==> src/rtl/arf_map.svh <==
// register offsets, field positions, reset values and timing counts of the result formatter
`ifndef ARF_MAP_SVH
`define ARF_MAP_SVH
`define ARF_OFF_CTRL_ZERO    8'h00
`define ARF_OFF_CTRL_ONE     8'h04
`define ARF_OFF_TRIG_CTRL    8'h08
`define ARF_OFF_RES_HIGH     8'h0c
`define ARF_OFF_RES_LOW      8'h10
`define ARF_OFF_IRQ_STATUS   8'h14
`define ARF_OFF_IRQ_MASK     8'h18
`define ARF_OFF_BOR_CTRL     8'h1c
`define ARF_BIT_ON           0
`define ARF_BIT_GO           1
`define ARF_CHS_LSB          2
`define ARF_CHS_MSB          6
`define ARF_BIT_JUSTIFY      7
`define ARF_CTRL_ZERO_MASK   8'h7f
`define ARF_CTRL_ONE_MASK    8'hf3
`define ARF_TRIG_MASK        8'hf8
`define ARF_CTRL_RESET       8'h00
`define ARF_IRQ_DONE_BIT     0
`define ARF_CONV_TIME_NS     1000
`define ARF_CLK_PERIOD_NS    10
`define ARF_CONV_CYCLES      (`ARF_CONV_TIME_NS / `ARF_CLK_PERIOD_NS)
`define ARF_RESP_OKAY        2'b00
`define ARF_RESP_SLVERR      2'b10
`endif

==> src/rtl/arf_pkg.sv <==
// types of the result formatter
package arf_pkg;
   typedef enum logic [0:0] {
      ARF_IDLE,
      ARF_CONVERT
   } arf_conv_state_t;

   typedef struct packed {
      arf_conv_state_t conv_st;
      logic [7:0]      ctrl_zero;
      logic [7:0]      ctrl_one;
      logic [7:0]      trig_ctrl;
      logic [7:0]      res_high;
      logic [7:0]      res_low;
      logic [0:0]      irq_status;
      logic [0:0]      irq_mask;
      logic [15:0]     conv_cnt;
      logic            aw_held;
      logic [7:0]      aw_addr;
      logic            w_held;
      logic [31:0]     w_data;
      logic [3:0]      w_strb;
      logic            bvalid;
      logic [1:0]      bresp;
      logic            rvalid;
      logic [31:0]     rdata;
      logic [1:0]      rresp;
   } arf_state_t;
endpackage

==> src/rtl/arf_result_formatter.sv <==
// result path of a 10-bit converter: justification, result registers, start/done bit
`timescale 1ns/100ps
`include "arf_map.svh"

// What this block does
// [RULE1] left justified: result bits 9..2 fill all of the high result byte
// [RULE2] left justified: result bits 1..0 go to low byte bits 7..6
// [RULE3] left justified: low byte bits 5..0 are zeroed on every result load
// [RULE4] right justified: result bits 9..8 go to high byte bits 1..0
// [RULE5] right justified: high byte bits 7..2 are zeroed on every result load
// [RULE6] right justified: result bits 7..0 fill all of the low result byte
// [RULE7] result bytes are read/write; unknown after power-on, kept over other resets
// [RULE8] software waits one acquisition period after a channel change before starting
// [RULE9] writing 1 to the status bit starts; hardware clears it when done (here a start also needs the on bit set in the same write)
// [RULE10] both result bytes load in the same cycle the status bit clears
module arf_result_formatter #(
   parameter int unsigned CONV_CYCLES = `ARF_CONV_CYCLES
) (
   input  wire logic        clk,
   input  wire logic        rst,
   input  wire logic        por_rst,
   input  wire logic [9:0]  conversion_result,
   output logic             conv_start,
   output logic [4:0]       input_channel_select,
   output logic             converter_on,
   output logic             irq,
   input  wire logic [31:0] s_axi_awaddr,
   input  wire logic        s_axi_awvalid,
   output logic             s_axi_awready,
   input  wire logic [31:0] s_axi_wdata,
   input  wire logic [3:0]  s_axi_wstrb,
   input  wire logic        s_axi_wvalid,
   output logic             s_axi_wready,
   output logic [1:0]       s_axi_bresp,
   output logic             s_axi_bvalid,
   input  wire logic        s_axi_bready,
   input  wire logic [31:0] s_axi_araddr,
   input  wire logic        s_axi_arvalid,
   output logic             s_axi_arready,
   output logic [31:0]      s_axi_rdata,
   output logic [1:0]       s_axi_rresp,
   output logic             s_axi_rvalid,
   input  wire logic        s_axi_rready
);
   import arf_pkg::*;

   // =====================================================
   // state
   arf_state_t st_q;
   arf_state_t st_d;
   // result bytes live outside the reset struct: only power-on touches them
   logic [7:0] res_high_q;
   logic [7:0] res_low_q;
   logic [7:0] res_high_d;
   logic [7:0] res_low_d;

   logic       wr_fire;
   logic       rd_fire;
   logic       done;
   logic       justify;
   logic [7:0] wbyte;
   logic [7:0] fmt_high;
   logic [7:0] fmt_low;

   assign justify = st_q.ctrl_one[`ARF_BIT_JUSTIFY];

   // =====================================================
   // justification of the raw result
   always_comb begin
      if (justify) begin
         fmt_high = {6'h00, conversion_result[9:8]}; // [RULE4] [RULE5]
         fmt_low  = conversion_result[7:0]; // [RULE6]
      end else begin
         fmt_high = conversion_result[9:2]; // [RULE1]
         fmt_low  = {conversion_result[1:0], 6'h00}; // [RULE2] [RULE3]
      end
   end

   // =====================================================
   // bus handshakes
   assign s_axi_awready = !st_q.aw_held && !st_q.bvalid;
   assign s_axi_wready  = !st_q.w_held && !st_q.bvalid;
   assign s_axi_arready = !st_q.rvalid;
   assign wr_fire       = st_q.aw_held && st_q.w_held && !st_q.bvalid;
   assign rd_fire       = s_axi_arvalid && !st_q.rvalid;
   assign wbyte         = st_q.w_strb[0] ? st_q.w_data[7:0] : 8'h00;
   assign done          = (st_q.conv_st == ARF_CONVERT) &&
                          (st_q.conv_cnt == 16'(CONV_CYCLES - 1));

   // =====================================================
   // next state
   always_comb begin
      st_d       = st_q;
      res_high_d = res_high_q;
      res_low_d  = res_low_q;
      conv_start = 1'b0;

      if (s_axi_awvalid && s_axi_awready) begin
         st_d.aw_held = 1'b1;
         st_d.aw_addr = s_axi_awaddr[7:0];
      end
      if (s_axi_wvalid && s_axi_wready) begin
         st_d.w_held = 1'b1;
         st_d.w_data = s_axi_wdata;
         st_d.w_strb = s_axi_wstrb;
      end
      if (st_q.bvalid && s_axi_bready) begin
         st_d.bvalid = 1'b0;
      end

      // conversion timer
      unique case (st_q.conv_st)
         ARF_IDLE: begin
            st_d.conv_cnt = 16'h0000;
         end
         ARF_CONVERT: begin
            st_d.conv_cnt = st_q.conv_cnt + 16'h0001;
            if (done) begin
               st_d.conv_st = ARF_IDLE;
               st_d.ctrl_zero[`ARF_BIT_GO] = 1'b0; // [RULE9] [RULE10]
               res_high_d = fmt_high; // [RULE10]
               res_low_d  = fmt_low; // [RULE10]
               st_d.irq_status[`ARF_IRQ_DONE_BIT] = 1'b1;
            end
         end
      endcase

      // register writes
      if (wr_fire) begin
         st_d.aw_held = 1'b0;
         st_d.w_held  = 1'b0;
         st_d.bvalid  = 1'b1;
         st_d.bresp   = `ARF_RESP_OKAY;
         unique case ({st_q.aw_addr[7:2], 2'b00})
            `ARF_OFF_CTRL_ZERO: begin
               if (st_q.w_strb[0]) begin
                  st_d.ctrl_zero = wbyte & `ARF_CTRL_ZERO_MASK;
                  // writing 0 aborts; a start only counts while the converter is on
                  if (wbyte[`ARF_BIT_GO] && wbyte[`ARF_BIT_ON] &&
                      st_q.conv_st == ARF_IDLE) begin
                     st_d.conv_st  = ARF_CONVERT; // [RULE9]
                     st_d.conv_cnt = 16'h0000;
                     conv_start    = 1'b1;
                  end else if (st_q.conv_st == ARF_CONVERT && !done &&
                               wbyte[`ARF_BIT_GO] && wbyte[`ARF_BIT_ON]) begin
                     st_d.ctrl_zero[`ARF_BIT_GO] = 1'b1; // [RULE9]
                  end else begin
                     st_d.ctrl_zero[`ARF_BIT_GO] = 1'b0;
                     st_d.conv_st = ARF_IDLE;
                  end
               end
            end
            `ARF_OFF_CTRL_ONE: begin
               if (st_q.w_strb[0]) st_d.ctrl_one = wbyte & `ARF_CTRL_ONE_MASK;
            end
            `ARF_OFF_TRIG_CTRL: begin
               if (st_q.w_strb[0]) st_d.trig_ctrl = wbyte & `ARF_TRIG_MASK;
            end
            `ARF_OFF_RES_HIGH: begin
               // a completing conversion overrides a same-cycle software write
               if (st_q.w_strb[0] && !done) res_high_d = wbyte; // [RULE7]
            end
            `ARF_OFF_RES_LOW: begin
               if (st_q.w_strb[0] && !done) res_low_d = wbyte; // [RULE7]
            end
            `ARF_OFF_IRQ_STATUS: begin
               // set wins over clear
               if (st_q.w_strb[0] && wbyte[0] && !done) st_d.irq_status = 1'b0;
            end
            `ARF_OFF_IRQ_MASK: begin
               if (st_q.w_strb[0]) st_d.irq_mask = wbyte[0];
            end
            default: begin
               st_d.bresp = `ARF_RESP_SLVERR;
            end
         endcase
      end

      // register reads
      if (st_q.rvalid && s_axi_rready) begin
         st_d.rvalid = 1'b0;
      end
      if (rd_fire) begin
         st_d.rvalid = 1'b1;
         st_d.rresp  = `ARF_RESP_OKAY;
         st_d.rdata  = 32'h0000_0000;
         unique case ({s_axi_araddr[7:2], 2'b00})
            `ARF_OFF_CTRL_ZERO:  st_d.rdata[7:0] = st_q.ctrl_zero;
            `ARF_OFF_CTRL_ONE:   st_d.rdata[7:0] = st_q.ctrl_one;
            `ARF_OFF_TRIG_CTRL:  st_d.rdata[7:0] = st_q.trig_ctrl;
            `ARF_OFF_RES_HIGH:   st_d.rdata[7:0] = res_high_q; // [RULE7]
            `ARF_OFF_RES_LOW:    st_d.rdata[7:0] = res_low_q; // [RULE7]
            `ARF_OFF_IRQ_STATUS: st_d.rdata[0]   = st_q.irq_status[0];
            `ARF_OFF_IRQ_MASK:   st_d.rdata[0]   = st_q.irq_mask[0];
            default:             st_d.rresp      = `ARF_RESP_SLVERR;
         endcase
      end
   end

   // =====================================================
   // registers
   always_ff @(posedge clk or posedge rst) begin
      if (rst) begin
         st_q            <= '0;
         st_q.conv_st    <= ARF_IDLE;
         st_q.ctrl_zero  <= `ARF_CTRL_RESET;
         st_q.ctrl_one   <= `ARF_CTRL_RESET;
         st_q.trig_ctrl  <= `ARF_CTRL_RESET;
      end else begin
         st_q <= st_d;
      end
   end

   // power-on reset only: no defined value, other resets leave the bytes alone
   always_ff @(posedge clk) begin
      if (por_rst) begin
         res_high_q <= 8'hxx; // [RULE7]
         res_low_q  <= 8'hxx; // [RULE7]
      end else begin
         res_high_q <= res_high_d;
         res_low_q  <= res_low_d;
      end
   end

   // =====================================================
   // outputs
   assign converter_on         = st_q.ctrl_zero[`ARF_BIT_ON];
   assign input_channel_select = st_q.ctrl_zero[`ARF_CHS_MSB:`ARF_CHS_LSB];
   assign irq                  = |(st_q.irq_status & st_q.irq_mask);
   assign s_axi_bvalid         = st_q.bvalid;
   assign s_axi_bresp          = st_q.bresp;
   assign s_axi_rvalid         = st_q.rvalid;
   assign s_axi_rdata          = st_q.rdata;
   assign s_axi_rresp          = st_q.rresp;
endmodule

==> config.mk <==
export PLATFORM = sky130hd
export DESIGN_NAME = arf_result_formatter
export DESIGN_NICKNAME = d
export VERILOG_FILES = /design/src/rtl/arf_pkg.sv /design/src/rtl/arf_result_formatter.sv
export VERILOG_INCLUDE_DIRS = /design/src /design/src/rtl
export SDC_FILE = /design/constraint.sdc
export NUM_CORES = 1
export LEC_CHECK = 0
export BUFFER_PORTS_ARGS = -buffer_cell sky130_fd_sc_hd__buf_2
export CORE_MARGIN = 1
export CORE_UTILIZATION = 52
export DETAILED_ROUTE_END_ITERATION = 10
export PLACE_DENSITY_LB_ADDON = 0.2
export SETUP_SLACK_MARGIN = 0.4
export SYNTH_ARGS = -nofsm -noshare
export SYNTH_HDL_FRONTEND = slang
export SYNTH_SLANG_ARGS = --single-unit
==> constraint.sdc <==
create_clock -name clk -period 4.3 [get_ports clk]
set_input_delay 0.43 -clock clk [delete_from_list [all_inputs] [get_ports clk]]
set_output_delay 0.43 -clock clk [all_outputs]
set_load 0.05 [all_outputs]
* Word level (Yosys, flattened, before mapping)
Index checks and enable logic that the tools add are counted.
** Storage, ports and cells
- Bits in registers :: 113
- Bits in latches :: 0
- Memory bits (writable) :: 0
- ROM bits :: 0
- Input bits :: 118
- Output and inout bits :: 49
- Logic and storage cells :: 127
- Memories :: 0
** Cells by class
- Add/subtract/negate cells :: 1
- $mul :: 0
- Div/mod/pow operators :: 0
- Magnitude comparators :: 0
- Eq/ne operators :: 13
- Shifts and indexed selects :: 0
- Multiplexer cells :: 56
- Bitwise logic cells :: 2
- Reductions and logical operators :: 35
** Operator list (count)
- 8-bit two-way mux :: 19
- 16-bit two-way mux :: 3
- 37-bit two-way mux :: 1
- 6-bit by 3-bit == test with 1-bit output (second input constant) :: 6
- 35-bit two-way mux :: 1
- 7-bit case mux with 5 select lines :: 1
- 16-bit case mux with 2 select lines :: 1
- 9-bit two-way mux :: 3
- 25-bit two-way mux :: 1
- 6-bit by 2-bit == test with 1-bit output (second input constant) :: 4
- 1-bit two-way mux :: 21
- 19-bit two-way mux :: 1
- 1-bit logical AND :: 18
- 16-bit by 1-bit adder with 16-bit output (second input constant) :: 1
- 16-bit by 7-bit == test with 1-bit output (second input constant) :: 1
- 7-bit OR reduction :: 2
- 6-bit by 1-bit == test with 1-bit output (second input constant) :: 2
- 6-bit logical NOT :: 2
- 3-bit AND reduction :: 4
- 2-bit nonzero test :: 4
- 1-bit case mux with 6 select lines :: 1
- 1-bit logical NOT :: 5
- 2-bit two-way mux :: 2
- 3-bit two-way mux :: 1
- 2 further kinds :: 2

* Logic depth before layout (Yosys ltp)
Gate-level depths: netlist of run 1.
- Depth in word-level cells :: 11
- Gate-level depth with buffers :: 6
- Depth with buffers taken out :: 5

* Worst setup path before layout of run 1
No wires, ideal clock.
- Path kind :: reg-to-output
- Start :: register st_q (netlist bit s_axi_bvalid)
- End :: output conv_start
- Data arrival time :: 2868 ps
- Data required time :: 3870 ps
- Path slack :: 1002 ps
- Stages on the path, launching flop included :: 5
- Path buffers :: 1
- Cell sequence :: dfrtp_1 -> nor2b_1 -> buf_2 -> nand4b_1 -> nor4bb_1
** On the way
- Word-level cells in the longest chain between the ends :: 3
** RTL lines
- from (decl) :: RTL line arf_result_formatter.sv:49 : arf_state_t st_q;
- from (signal assigned) :: RTL line arf_result_formatter.sv:210 : st_q <= st_d;
- 1-bit logical NOT :: RTL line arf_result_formatter.sv:84 : assign wr_fire = st_q.aw_held && st_q.w_held && !st_q.bvalid;
- 1-bit logical AND :: RTL line arf_result_formatter.sv:84
- 1-bit two-way mux :: RTL line arf_result_formatter.sv:129 : if (wr_fire) begin
- to (decl) :: RTL line arf_result_formatter.sv:23 : output logic conv_start,
No other way between the ends.

* Final worst setup path of run 1
Same ends and word-level chain as after synthesis.

==> flow_metrics.tcl, run 1 <==
set metrics [dict create \
    wl_per_cell_um 15.1 \
    viasPerCell 5.42 \
    p_leak_uw 0.00212 \
    routed_wl_um 8010 \
    rsz0062_at_grt "no" \
    setup_violations 0 \
    layout-drive-gt1-share_pct 29.4 \
    io_buffers 60 \
    grt_usage_pct 21.2 \
    cpMaxStageDelayCell "nand4b_1" \
    hold_path.class "in2reg" \
    clock_path_buffers 2 \
    die_w_um 91.2 \
    power.total_uw 2530 \
    cts_resized 0 \
    cts_root_buffer "clkbuf_8" \
    syn_to_final_growth_pct 8.72 \
    grt_antenna_before_repair 0 \
    synth_edf_count 0 \
    seq_area_frac_synth_pct 47.7 \
    detail-route-antenna-nets 0 \
    drtIter0Drc 170 \
    initial_core_util_pct 53.8 \
    cts_hold_buf 0 \
    drc 0 \
    fmax_mhz 321 \
    first_global_vias 2728 \
    period_minus_slack_ns 3.12 \
    cts_num_sinks 82 \
    worst_pin_slew_ns 0.915 \
    nets 543 \
    cpPeakStageDelay_ns 0.61 \
    critPathTopFamily "simple AND/OR/NAND/NOR gates" \
    avgSynthCellArea_um2 10.8 \
    cp_max_fo 9 \
    gp_congestion 0.850 \
    cts_tree "built" \
    finalHoldViolations 0 \
    relSlewSlack_pct 38.8 \
    syn_area_um2 4130 \
    overflow 0 \
    period_share_pct 72.5 \
    maxSlewViolCount 0 \
    die_y_um 91.2 \
    finalClockSkew_ns 0.00790 \
    required_ns 3.87 \
    drv_cap 0 \
    tns_ns 0 \
    start_kind "flip-flop" \
    synth_cells 382 \
    status "finished, final reports clean" \
    fp.dieArea_um2 8310 \
    ys.flop_type "dfrtp_1" \
    crit_buf_inv 1 \
    yosysWarningCount 0 \
    path_clk_slew_ns 0.08 \
    cp.arrival_ns 2.69 \
    async_flop_share_pct 80.5 \
    insertion_delay_ns 0.35 \
    diodes 0 \
    ios 167 \
    postCtsSetupRepairBufs 0 \
    dp_hpwl_um 5660 \
    synth_cell_types 51 \
    coreArea_um2 7690 \
    grt_pass1_wl_um 13600 \
    power_density_nw_per_um2 563 \
    htree_levels 3 \
    vdd_ir_drop_max_v 0.000319 \
    cts-buffers-inserted 9 \
    critPathKind "reg2out" \
    crit_chain "nor2b_1 -> nand4b_1 -> nor4bb_1 -> buf_2" \
    vias 2875 \
    grt_max_degree 67 \
    std_cell_rows 32 \
    cp-end-kind "output port" \
    ys_ff_latch 82 \
    drt_first_pass_iters 4 \
]
cells in the mapped netlist (5+ instances only):
library cell | count | area share (%)
a21oi_1 | 35 | 4.2
xor2_1 | 6 | 1.3
dfxtp_1 | 16 | 7.8
mux2_2 | 37 | 10
a22o_1 | 8 | 1.7
dfrtp_1 | 66 | 40
clkbuf_1 | 10 | 0.91
inv_1 | 7 | 0.64
nand2_1 | 14 | 1.3
and2_1 | 8 | 1.2
mux2i_1 | 28 | 6.8
o21ai_0 | 10 | 1.2
o22ai_1 | 6 | 0.91
buf_4 | 41 | 7.4
nor2b_1 | 5 | 0.76
nand3_1 | 7 | 0.85
nor2_1 | 16 | 1.5
logic make-up after synthesis:
logic type / after synthesis / share of synthesized area (%)
buffers and inverters: 64 / 9.63
flip-flops: 82 / 47.7
adder cells (fa/ha/maj): 1 / 0.303
other: 1 / 0.0907
AND/OR/NAND/NOR: 87 / 12.9
AO/OA/AOI/OAI: 73 / 10.6
multiplexers: 65 / 16.9
XOR/XNOR: 9 / 1.91
per-layer routing:
metal | vias up | GRT usage [%] | routed length, um
met2 | 81 | 31.8 | 3640
met1 | 1390 | 29.4 | 3820
met5 | - | 0 | 0
met4 | 0 | 11.5 | 223
li1 | 1386 | - | -
met3 | 18 | 3.43 | 331
path summary, 6_finish.rpt:
kind	start	slack, ns	cells after the start	to
max reg2reg	st_q[84]	1.87	6	res_low_q[2]
min reg2reg	s_axi_rresp[1]	0.48	2	s_axi_rresp[1]
max	s_axi_bvalid	1.18	4	conv_start
min in group asynchronous	rst	0.31	3	st_q[90]
min	s_axi_rready	0.25	2	s_axi_rvalid
max in group asynchronous	rst	3.46	3	st_q[81]
placed cells by master, fill, tap and decap left out, types with 4 or more instances in the layout:
| cell | n |
|---|---|
| dfrtp_1 | 66 |
| buf_2 | 60 |
| mux2_2 | 37 |
| a21oi_1 | 35 |
| mux2i_1 | 28 |
| conb_1 | 26 |
| nor2_1 | 16 |
| dfxtp_1 | 16 |
| nand2_1 | 14 |
| o21ai_0 | 10 |
| clkbuf_8 | 10 |
| and2_1 | 8 |
| a22o_1 | 8 |
| nand3_1 | 7 |
| inv_1 | 6 |
| o22ai_1 | 6 |
| xor2_1 | 6 |
| nor2b_1 | 5 |
| nand4_1 | 4 |
| a211oi_1 | 4 |
where the power goes:
part	internal [uW]	total, uW	switching, uW
Sequential	995	1210	214
Clock	280	557	276
Combinational	306	762	456
flip-flops by register name (all words and copies together), names as in the netlist:
name and cells:
st_q 47, converter_on 1, res_low_q 8, res_high_q 8, s_axi_rvalid 1, input_channel_select 5, s_axi_bvalid 1, s_axi_rresp 1
justify 1, s_axi_bresp 1, s_axi_rdata 8
final cells by class:
cell class | instances | area [um^2]
inverters | 8 | 30.0
fillers | 693 | 3190
clock inverters | 5 | 53.8
well taps | 102 | 128
flip-flops and latches | 82 | 1970
multi-input cells | 261 | 1860
clock buffers | 10 | 138
repair buffers | 62 | 315
through the flow:
step | worst slack [ns] | cell area, um^2 | hold WS (ns) | util (%) | std cells
after floorplan | 1.00 | 4230 | 0.451 | - | 407
after global placement | 1.60 | 4300 | 0.463 | 56.0 | 515
after detailed placement | 1.57 | 4300 | 0.471 | 56.0 | 515
after CTS | 1.17 | 4490 | 0.241 | 58.4 | 530
final | 1.18 | 4490 | 0.249 | 58.4 | 530
after global routing | 0.957 | 4490 | 0.243 | 58.4 | 530
Note: power is estimated with default switching activity, not from simulation.
==> run 2: changes to the inputs <==
--- a/config.mk
+++ b/config.mk
@@ -8,7 +8,7 @@
 export LEC_CHECK = 0
 export BUFFER_PORTS_ARGS = -buffer_cell sky130_fd_sc_hd__buf_2
 export CORE_MARGIN = 1
-export CORE_UTILIZATION = 52
+export CORE_UTILIZATION = 44
 export DETAILED_ROUTE_END_ITERATION = 10
 export PLACE_DENSITY_LB_ADDON = 0.2
 export SETUP_SLACK_MARGIN = 0.4
==> constraint.sdc (replaced) <==
create_clock -name clk -period 2.8 [get_ports clk]
set_input_delay 0.28 -clock clk [delete_from_list [all_inputs] [get_ports clk]]
set_output_delay 0.28 -clock clk [all_outputs]
set_load 0.05 [all_outputs]
==> run 2 against run 1 <==
  * Global-route usage is 2.9 points lower
  * Clock skew is 0.0044 ns higher
  * Combinational power is 56% higher
  * Via count hardly changed
  * Non-clock buffer count is 1 higher
  * Core utilization is 7.2 points lower
  * Largest power group unchanged
==> flow_metrics.tcl, run 2 (synthesis results as in run 1) <==
set metrics [dict create \
    status "finished, final reports clean" \
    die_w_um 98.9 \
    drc 0 \
    initial_core_util_pct 46.5 \
    cp.arrival_ns 1.98 \
    hold_path.class "in2reg" \
    first_global_vias 2687 \
    finalHoldViolations 0 \
    detail-route-antenna-nets 0 \
    dp_hpwl_um 5910 \
    ff2ff_setup_slack_ns 0.80 \
    timing.rr.end "res_low_q[0]" \
    vdd_ir_drop_max_v 0.000408 \
    clock_path_buffers 2 \
    setup_violations 0 \
    required_ns 2.52 \
    cts-buffers-inserted 9 \
    cp_max_fo 9 \
    fmax_mhz 443 \
    worst_pin_slew_ns 0.831 \
    vias 2877 \
    hold_ws_ns 0.103 \
    cts_hold_buf 0 \
    postCtsSetupRepairBufs 0 \
    ios 167 \
    syn_to_final_growth_pct 10.3 \
    nets 544 \
    wl_per_cell_um 15.6 \
    cts_num_sinks 82 \
    drt_first_pass_iters 5 \
    period_share_pct 80.6 \
    overflow 0 \
    critPathKind "reg2out" \
    gp_congestion 0.830 \
    largest_register "st_q" \
    grt_max_degree 67 \
    worstSetupEndpoint "conv_start" \
    drtIter0Drc 148 \
    largest_reg_flops 47 \
    final_common_cell "dfrtp_1" \
    insertion_delay_ns 0.35 \
    htree_levels 3 \
    relSlewSlack_pct 44.6 \
    coreArea_um2 8890 \
    maxSlewViolCount 0 \
    routed_wl_um 8390 \
    period_minus_slack_ns 2.26 \
    diodes 0 \
    std_cell_rows 34 \
    r2r_start "st_q[78]" \
    cts_tree "built" \
    start_kind "flip-flop" \
    cp-end-kind "output port" \
    path_clk_slew_ns 0.08 \
    io_buffers 60 \
    grt_usage_pct 18.3 \
    tns_ns 0 \
    viasPerCell 5.35 \
    rsz0062_at_grt "no" \
    grt_antenna_before_repair 0 \
    fp.dieArea_um2 9780 \
    layout-drive-gt1-share_pct 30.2 \
    drv_cap 0 \
    crit_start "st_q[79]" \
    p_leak_uw 0.00213 \
    cts_root_buffer "clkbuf_8" \
    grt_pass1_wl_um 13800 \
    power_density_nw_per_um2 876 \
    finalClockSkew_ns 0.0123 \
    die_y_um 98.9 \
    rr_worst_depth 4 \
    final_cell_mix "66 x dfrtp_1, 60 x buf_2, 37 x mux2_2, 35 x a21oi_1, 28 x mux2i_1" \
]
-- run 2: timing repair --
item,CTS,global route
pin swaps,0,0
endpoints found under the setup margin,1,1
gates resized for setup,1,1
-- run 2: how the worst min path moves through the flow --
stage	to	slack (ns)	start	depth (start not counted)
6_report	s_axi_bvalid	0.10	s_axi_bready	2
3_5_place_dp	s_axi_bvalid	0.47	s_axi_bready	2
2_1_floorplan	s_axi_bvalid	0.38	s_axi_bready	1
5_1_grt	s_axi_rvalid	0.13	s_axi_rready	2
3_3_place_gp	s_axi_rresp[1]	0.46	s_axi_rresp[1]	2
4_1_cts	s_axi_bvalid	0.09	s_axi_bready	2
-- run 2: area by class of cell --
type                            instances  area (um^2)
Fill cell                             831         4330
Sequential cell                        82         1970
Tap cell                              108          135
Inverter                                8         30.0
Timing Repair Buffer                   63          323
Multi-Input combinational cell        261         1880
Clock buffer                           10          128
Clock inverter                          6         91.3
-- run 2: power breakdown --
group,switching (uW),total [uW],leakage (uW),internal [uW]
clock network,440,944,0.0000987,504
logic,706,1190,0.00103,482
registers,334,1860,0.00100,1530
-- run 2: through the flow --
step / total power (uW) / std cells / utilization (%) / area, um^2 / setup slack, ns
after global placement: 3040 / 522 / 48.7 / 4330 / 0.784
after detailed placement: 3080 / 522 / 48.7 / 4330 / 0.776
after floorplan: 2870 / 407 / - / 4240 / 0.446
final: 3990 / 538 / 51.3 / 4560 / 0.542
after CTS: 4030 / 538 / 51.2 / 4550 / 0.424
after global routing: 4250 / 538 / 51.3 / 4560 / 0.401
-- run 2: critical path, stage by stage (launching register included) --
cell      delay [ns]
dfrtp_1         0.46
nor3_2          0.26
nand4b_1        0.12
buf_4           0.22
nor4bb_4        0.27
buf_2           0.30
-- run 2: layer usage --
layer / GRT usage, % / wire length (um) / vias up / part of all wire, %
li1: - / - / 1392 / -
met1: 25.9 / 4110 / 1394 / 49
met4: 6.66 / 91 / 0 / 1.1
met5: 0 / 0 / - / 0
met2: 27.8 / 3820 / 81 / 46
met3: 3.48 / 364 / 10 / 4.3
